<file path="src/design/epr_defs.svh">
`ifndef EPR_DEFS_SVH
`define EPR_DEFS_SVH

// PCI clock numbers within one target transaction (clock 1 = address)
`define EPR_LAUNCH_CLK  4'h4
`define EPR_RETRY_CLK   4'h8
`define EPR_XFER_CLK    4'h5
`define EPR_FIRST_CNT   4'h2

// Port-side response counts in PCI clocks
`define EPR_HOLD_CLKS   2'h3
`define EPR_FILT_CLKS   2

// Captured byte buffer
`define EPR_DATA_W      8
`define EPR_FIFO_DEPTH  8

`endif

</file>
<file path="src/design/epr_pkg.sv">
package epr_pkg;

  typedef enum logic [1:0] {
    EPR_P_IDLE  = 2'b00,
    EPR_P_WAIT  = 2'b01,
    EPR_P_HOLD  = 2'b10,
    EPR_P_DONE  = 2'b11
  } epr_port_st_t;

  typedef enum logic [1:0] {
    EPR_T_NONE   = 2'b00,
    EPR_T_LAUNCH = 2'b01,
    EPR_T_RETRY  = 2'b10,
    EPR_T_XFER   = 2'b11
  } epr_txn_t;

endpackage

</file>
<file path="src/design/epr_stream_if.sv">
`timescale 1ns/1ps
interface epr_stream_if #(
  parameter int WIDTH = 8
);
  logic             valid;
  logic             ready;
  logic [WIDTH-1:0] data;

  modport src (output valid, output data, input  ready);
  modport snk (input  valid, input  data, output ready);
endinterface

</file>
<file path="src/design/epr_fifo.sv">
`timescale 1ns/1ps
module epr_fifo #(
  parameter int WIDTH = 8,
  parameter int DEPTH = 8
) (
  // Clock and reset
  input  wire logic  clk_i,
  input  wire logic  rst_b_i,
  // Streams
  epr_stream_if.snk  wr,
  epr_stream_if.src  rd
);
  localparam int AW = $clog2(DEPTH);

  logic [WIDTH-1:0] mem [DEPTH];
  logic [AW-1:0]    wr_ptr;
  logic [AW-1:0]    rd_ptr;
  logic [AW:0]      count;
  logic [AW-1:0]    next_wr_ptr;
  logic [AW-1:0]    next_rd_ptr;
  logic [AW:0]      next_count;
  logic             push;
  logic             pop;

  assign wr.ready = (count != DEPTH[AW:0]);
  assign rd.valid = (count != '0);
  assign rd.data  = mem[rd_ptr];

  always_comb begin
    push        = wr.valid & wr.ready;
    pop         = rd.valid & rd.ready;
    next_wr_ptr = push ? AW'((32'(wr_ptr) + 1) % DEPTH) : wr_ptr;
    next_rd_ptr = pop  ? AW'((32'(rd_ptr) + 1) % DEPTH) : rd_ptr;
    next_count  = count;
    if (push && !pop) begin
      next_count = count + 1'b1;
    end else if (pop && !push) begin
      next_count = count - 1'b1;
    end
  end

  always_ff @(posedge clk_i or negedge rst_b_i) begin
    if (!rst_b_i) begin
      wr_ptr <= '0;
      rd_ptr <= '0;
      count  <= '0;
    end else begin
      wr_ptr <= next_wr_ptr;
      rd_ptr <= next_rd_ptr;
      count  <= next_count;
    end
  end

  // Storage carries no reset; only pointers define contents
  always_ff @(posedge clk_i) begin
    if (push) begin
      mem[wr_ptr] <= wr.data;
    end
  end
endmodule // epr_fifo

</file>
<file path="src/design/epr_read_cycle.sv">
`timescale 1ns/1ps
`include "epr_defs.svh"
module epr_read_cycle (
  // Clock and reset
  input  wire logic                   clk_i,
  input  wire logic                   rst_b_i,
  // PCI target side, decoded read of the data register
  input  wire logic                   pci_rd_start_i,
  output logic                        pci_trdy_o,
  output logic                        pci_stop_o,
  output logic [`EPR_DATA_W-1:0]      pci_rdata_o,
  // Configuration
  input  wire logic                   filter_en_i,
  // Parallel port pins
  input  wire logic                   busy_i,
  input  wire logic [`EPR_DATA_W-1:0] port_data_lines_i,
  output logic [`EPR_DATA_W-1:0]      port_data_lines_o,
  output logic                        port_data_lines_oe_o,
  output logic                        data_strobe_b_o,
  output logic                        port_busy_o
);

  ////////////////////////////////////////////////////////////////////////
  // Pin synchronisers and optional busy filter

  logic                   busy_meta;
  logic                   busy_sync;
  logic [`EPR_FILT_CLKS-1:0] busy_filt;
  logic [`EPR_DATA_W-1:0] pd_meta;
  logic [`EPR_DATA_W-1:0] pd_sync;
  logic [`EPR_FILT_CLKS-1:0] next_busy_filt;
  logic                   busy_seen;

  always_comb begin
    next_busy_filt = {busy_filt[`EPR_FILT_CLKS-2:0], busy_sync};
    // Filter costs extra latency on both busy edges
    busy_seen = filter_en_i ? busy_filt[`EPR_FILT_CLKS-1] : busy_sync;
  end

  always_ff @(posedge clk_i or negedge rst_b_i) begin
    if (!rst_b_i) begin
      busy_meta <= 1'b0;
      busy_sync <= 1'b0;
      busy_filt <= '0;
      pd_meta   <= '0;
      pd_sync   <= '0;
    end else begin
      busy_meta <= busy_i;
      busy_sync <= busy_meta;
      busy_filt <= next_busy_filt;
      pd_meta   <= port_data_lines_i;
      pd_sync   <= pd_meta;
    end
  end

  ////////////////////////////////////////////////////////////////////////
  // Captured byte buffer

  epr_stream_if #(.WIDTH(`EPR_DATA_W)) cap_s ();
  epr_stream_if #(.WIDTH(`EPR_DATA_W)) ret_s ();

  epr_fifo #(
    .WIDTH (`EPR_DATA_W),
    .DEPTH (`EPR_FIFO_DEPTH)
  ) u_fifo (
    .clk_i   (clk_i),
    .rst_b_i (rst_b_i),
    .wr      (cap_s),
    .rd      (ret_s)
  );

  ////////////////////////////////////////////////////////////////////////
  // PCI transaction sequencer

  logic [3:0]        txn_clk;
  epr_pkg::epr_txn_t txn_kind;
  logic [3:0]        next_txn_clk;
  epr_pkg::epr_txn_t next_txn_kind;
  logic              next_trdy;
  logic              next_stop;
  logic [`EPR_DATA_W-1:0] next_rdata;
  logic              launch;
  epr_pkg::epr_port_st_t port_st;

  always_comb begin
    next_txn_clk  = txn_clk;
    next_txn_kind = txn_kind;
    next_trdy     = 1'b0;
    next_stop     = 1'b0;
    next_rdata    = pci_rdata_o;
    launch        = 1'b0;
    ret_s.ready   = 1'b0;
    if (txn_kind == epr_pkg::EPR_T_NONE) begin
      // Start seen in clock 1; counter then names the coming clock
      if (pci_rd_start_i) begin
        next_txn_clk = `EPR_FIRST_CNT;
        if (ret_s.valid) begin
          next_txn_kind = epr_pkg::EPR_T_XFER;
        end else if (port_st == epr_pkg::EPR_P_IDLE && cap_s.ready) begin
          next_txn_kind = epr_pkg::EPR_T_LAUNCH;
        end else begin
          // Byte not back yet: retry again, never a second port cycle
          next_txn_kind = epr_pkg::EPR_T_RETRY;
        end
      end
    end else begin
      next_txn_clk = txn_clk + 4'h1;
      if (txn_kind == epr_pkg::EPR_T_LAUNCH &&
          txn_clk == `EPR_LAUNCH_CLK - 4'h1) begin
        launch = 1'b1;
      end
      if (txn_kind == epr_pkg::EPR_T_XFER) begin
        if (txn_clk == `EPR_XFER_CLK - 4'h1) begin
          next_trdy     = 1'b1;
          next_rdata    = ret_s.data;
          ret_s.ready   = 1'b1;
          next_txn_kind = epr_pkg::EPR_T_NONE;
          next_txn_clk  = 4'h0;
        end
      end else if (txn_clk == `EPR_RETRY_CLK - 4'h1) begin
        // Port handshake runs on untouched after the retry
        next_stop     = 1'b1;
        next_txn_kind = epr_pkg::EPR_T_NONE;
        next_txn_clk  = 4'h0;
      end
    end
  end

  always_ff @(posedge clk_i or negedge rst_b_i) begin
    if (!rst_b_i) begin
      txn_clk     <= 4'h0;
      txn_kind    <= epr_pkg::EPR_T_NONE;
      pci_trdy_o  <= 1'b0;
      pci_stop_o  <= 1'b0;
      pci_rdata_o <= '0;
    end else begin
      txn_clk     <= next_txn_clk;
      txn_kind    <= next_txn_kind;
      pci_trdy_o  <= next_trdy;
      pci_stop_o  <= next_stop;
      pci_rdata_o <= next_rdata;
    end
  end

  ////////////////////////////////////////////////////////////////////////
  // Port-side handshake

  logic [1:0]            hold_cnt;
  logic [1:0]            next_hold_cnt;
  epr_pkg::epr_port_st_t next_port_st;
  logic                  next_strobe_b;
  logic                  next_port_busy;

  always_comb begin
    next_port_st   = port_st;
    next_hold_cnt  = hold_cnt;
    next_strobe_b  = data_strobe_b_o;
    next_port_busy = port_busy_o;
    cap_s.valid    = 1'b0;
    cap_s.data     = pd_sync;
    case (port_st)
      epr_pkg::EPR_P_IDLE: begin
        if (launch) begin
          next_strobe_b  = 1'b0;
          next_port_busy = 1'b1;
          next_port_st   = epr_pkg::EPR_P_WAIT;
        end
      end
      epr_pkg::EPR_P_WAIT: begin
        // Peripheral answers the low strobe with busy
        if (busy_seen) begin
          next_hold_cnt = `EPR_HOLD_CLKS - 2'h1;
          next_port_st  = epr_pkg::EPR_P_HOLD;
        end
      end
      epr_pkg::EPR_P_HOLD: begin
        if (hold_cnt == 2'h0) begin
          next_strobe_b = 1'b1;
          cap_s.valid   = 1'b1;
          next_port_st  = epr_pkg::EPR_P_DONE;
        end else begin
          next_hold_cnt = hold_cnt - 2'h1;
        end
      end
      epr_pkg::EPR_P_DONE: begin
        if (!busy_seen) begin
          next_port_busy = 1'b0;
          next_port_st   = epr_pkg::EPR_P_IDLE;
        end
      end
      default: begin
        next_port_st = epr_pkg::EPR_P_IDLE;
      end
    endcase
  end

  always_ff @(posedge clk_i or negedge rst_b_i) begin
    if (!rst_b_i) begin
      port_st              <= epr_pkg::EPR_P_IDLE;
      hold_cnt             <= 2'h0;
      data_strobe_b_o      <= 1'b1;
      port_busy_o          <= 1'b0;
      port_data_lines_o    <= '0;
      port_data_lines_oe_o <= 1'b0;
    end else begin
      port_st              <= next_port_st;
      hold_cnt             <= next_hold_cnt;
      data_strobe_b_o      <= next_strobe_b;
      port_busy_o          <= next_port_busy;
      // A read cycle never drives the data lines
      port_data_lines_o    <= '0;
      port_data_lines_oe_o <= 1'b0;
    end
  end

endmodule // epr_read_cycle

</file>
<file path="config.mk">
export PLATFORM = sky130hd
export DESIGN_NAME = epr_read_cycle
export DESIGN_NICKNAME = d
export VERILOG_FILES = /design/src/design/epr_pkg.sv /design/src/design/epr_stream_if.sv /design/src/design/epr_fifo.sv /design/src/design/epr_read_cycle.sv
export VERILOG_INCLUDE_DIRS = /design/src /design/src/design
export SDC_FILE = /design/constraint.sdc
export NUM_CORES = 1
export LEC_CHECK = 0
export ABC_AREA = 1
export BUFFER_PORTS_ARGS = -buffer_cell sky130_fd_sc_hd__buf_2
export CORE_MARGIN = 2
export CORE_UTILIZATION = 39
export DETAILED_ROUTE_END_ITERATION = 6
export REMOVE_ABC_BUFFERS = 1
export SYNTH_ARGS = -nofsm -noshare
export SYNTH_HDL_FRONTEND = slang
export SYNTH_SLANG_ARGS = --single-unit
export TNS_END_PERCENT = 20
</file>
<file path="constraint.sdc">
create_clock -name clk_i -period 3.47 [get_ports clk_i]
set_input_delay 0.1735 -clock clk_i [delete_from_list [all_inputs] [get_ports clk_i]]
set_output_delay 0.1735 -clock clk_i [all_outputs]
set_load 0.005 [all_outputs]
</file>
==> flow_summary.yaml <==
run_status:
  outcome: "finished clean"
synth:
  synth-edff-count: 64
  ys_types: 28
  yosysMostFrequentCell: "nand2_1"
  yosys-top-cells-count: "nand2_1, inv_1, edfxtp_1"
  yosys_register_bits: 116
  synth_cells: 498
  yosys-top-cells-area: "edfxtp_1, dfrtp_1, nand2_1, nand3_1, inv_1"
  syn_area_um2: 5041
  synth_ff_type: "edfxtp_1"
  synth_top_area_cell: "edfxtp_1"
  synth-async-reset-ratio: 0.4483
  yosysSeqAreaShare: 0.6396
  post_synth.cell_area_avg_um2: 10.12
  synth_top_area_frac: 0.3812
  yosys_warnings: 0
cells_and_area:
  final_cells: 727
  num_antenna_cells: 0
  nFillCells: 1159
  drive_gt1_frac: 0.1243
  fin_nets: 571
  area_growth_syn_to_layout_pct: 19.26
placed_design:
  dp_slack_ns: 0.8821
  dp.cells: 685
  hpwlAfterDp_um: 6208
  portBuffers: 24
  place.gp.congestion: 0.7548
pwr:
  power_leakage_nw: 2.831
  power_density_nw_per_um2: 735.4
  p_switching_mw: 1.314
  switching_share: 0.2972
  clockPowerShare: 0.399
  ir_drop_mv: 0.3130
  p_int_mw: 3.107
  combPwrFrac: 0.210
  seq_power_share: 0.391
worst_setup_path:
  critPathBufInv: 3
  crit_chain: "inv_1, ha_1, nand4_2, buf_4, nor2_2, nand2_2, ha_1, inv_1, ha_1, a21oi_1, nand2_1, nand2_1, nand2_1, nand2_1, nand2_1"
  crit_path_start_kind: "flip-flop"
  end_kind: "flip-flop"
  critPathMaxFanout: 12
  path_delay_family: "adder cells"
  startpoint: "txn_clk[0]$_DFFE_PN0P_"
  critPathArrivalTime_ns: 2.92
  worstRegToRegCells: 15
  worstSetupPathType: "flip-flop to flip-flop"
  r2r_start: "txn_clk[0]$_DFFE_PN0P_"
  max_stage_delay_ns: 0.40
  worst_path_most_repeated_cell: "nand2_1"
  crit_required_ns: 3.76
  timing.rr.end: "u_fifo.count[3]$_DFFE_PN0P_"
  r2r_slack_ns: 0.84
  slowest_stage: "dfrtp_1"
timing:
  finalWorstSetupSlack_ns: 0.8351
  rsz0062_at_grt: "no"
  fin_tns_setup_ns: 0
  finalCriticalPeriod_ns: 2.635
  final_max_slew_viol_count: 0
  tightest_slew_ns: 0.8078
  hold_violations: 0
  skew_ns: 0.01956
  setup_viol: 0
  fmax_ghz: 0.3795
  timing.final.crit_share: 0.7593
  maxSlewHeadroom: 0.4615
clock_tree:
  cts_made_buffers: 17
  cts_max_level: 4
  clock_latency_ns: 0.42
  clk_pin_slew_worst_paths_ns: 0.05
  numClockSinks: 116
  root_buffer: "clkbuf_16"
  cts_tree: "done"
  cts_setup_buffers: 0
  clockBufferDepth: 2
flow_run:
  drv_cap: 0
worst_hold_path:
  hp-class: "input pin to flip-flop"
  worstHoldEndpoint: "txn_clk[3]$_DFFE_PN0P_"
  hold_depth: 3
  min_from: "pci_rd_start_i"
floorplanning:
  rows: 41
  io_pins: 34
  die_h_um: 117.7
  coreArea_um2: 12620
  die-area_um2: 13850
  die_width_um: 117.7
  start_util: 0.3995
drt:
  avgViaCountPerCell: 4.616
  drt_iter0_drc: 381
  drc: 0
  drtPass1Iterations: 5
  routedWlPerCell_um: 13.35
  num_vias: 3356
  drt.antenna.violating_nets: 0
  drt-total-wl_um: 9709
global_routing:
  grt_pass1_vias: 3399
  grt.total_usage: 0.1533
  grt_pass1_wl_um: 16610
  grt_overflow_total: 0
  grt_max_degree: 53
  antenna_found_initial: 0
==> metal layers <==
layer  share of wire  global-route usage  wire, um  vias to the layer above
li1                -                   -         -                     1661
met1            0.46              0.1991      4513                     1576
met2            0.46              0.2409      4481                      103
met3           0.058             0.04506       559                       16
met4           0.016             0.06325       155                        0
met5               0                   0         0                        -
==> cell families (layout without fill, tap and decap cells) <==
family / Yosys count / count (layout) / share of synthesized area
compound gates: 19 / 19 / 0.01936
xor+xnor: 6 / 6 / 0.01042
fa+ha+maj: 16 / 16 / 0.04120
buf+inv: 103 / 152 / 0.08885
flops: 116 / 116 / 0.6396
other cells: 1 / 9 / 0.0007439
simple gates: 237 / 237 / 0.1998
==> per-stage QoR <==
step,util,cell area [um2],hold WS (ns),power (mW)
detailed placement,0.4200,5300,0.2828,2.664
global route,0.4764,6012,0.1494,4.688
CTS,0.4764,6012,0.1295,4.454
finish,0.4764,6012,0.1544,4.421
global placement,0.4200,5300,0.2818,2.621
floorplan,-,4927,-0.1221,2.390
==> flip-flops by register name (all words and copies together) (netlist names), 3 cells and up <==
| signal | flops |
|---|---|
| cap_s.data | 8 |
| pci_rdata_o | 8 |
| pd_meta | 8 |
| txn_clk | 4 |
| u_fifo.count | 4 |
| u_fifo.mem | 64 |
| u_fifo.rd_ptr | 3 |
| u_fifo.wr_ptr | 3 |
==> area by class of cell <==
type	instances	area, um2	share of cell area
repair buffers	39	257.7	0.04287
clock inverters	7	95.09	0.01582
flip-flops and latches	116	3224	0.5363
clock buffers	25	516.7	0.08595
well taps	172	215.2	0.03580
multi-input cells	287	1399	0.2327
inverters	81	304.0	0.05057
==> worst max-delay path by stage <==
stage                                              to  slack (ns)  cells past startpoint
after global placement    u_fifo.count[3]$_DFFE_PN0P_        1.09                     15
after floorplan           u_fifo.count[3]$_DFFE_PN0P_        1.17                     14
after CTS                 u_fifo.count[3]$_DFFE_PN0P_        0.85                     15
final                     u_fifo.count[3]$_DFFE_PN0P_        0.84                     15
after global routing      u_fifo.count[3]$_DFFE_PN0P_        0.63                     15
after detailed placement  u_fifo.count[3]$_DFFE_PN0P_        0.88                     15
==> repair_timing <==
action,CTS,global route
hold buffers,10,0
resized for setup,0,0
endpoints found under the hold margin,60,0
==> cell usage in the layout, fill, tap and decap left out, drive strengths merged <==
cell type	netlist	routed
nand2	149	149
inv	81	81
edfxtp	64	64
nand3	60	60
dfrtp	51	51
buf	21	29
clkbuf	1	25
nor2	18	18
ha	15	15
o21ai	13	13
dlygate4sd3	0	10
conb	1	9
nand4	6	6
a21oi	5	5
xnor2	4	4
clkinv	0	4
or2	3	3
xor2	2	2
bufinv	0	2
nand3b	1	1
o31ai	1	1
fa	1	1
clkinvlp	0	1
dfstp	1	1
==> power by group through the flow <==
stage / clock network [mW] / logic, mW / registers, mW
final: 1.76 / 0.929 / 1.73
after global routing: 1.86 / 1.08 / 1.75
after CTS: 1.79 / 0.935 / 1.73
after detailed placement: 0 / 0.913 / 1.75
after global placement: 0 / 0.879 / 1.74
after floorplan: 0 / 0.636 / 1.75
==> tightest hold or removal path, stage by stage <==
cell,delay (ns)
buf_2,0.07
or2_1,0.17
o21ai_0,0.09
Power figures use the tool's default switching activity.
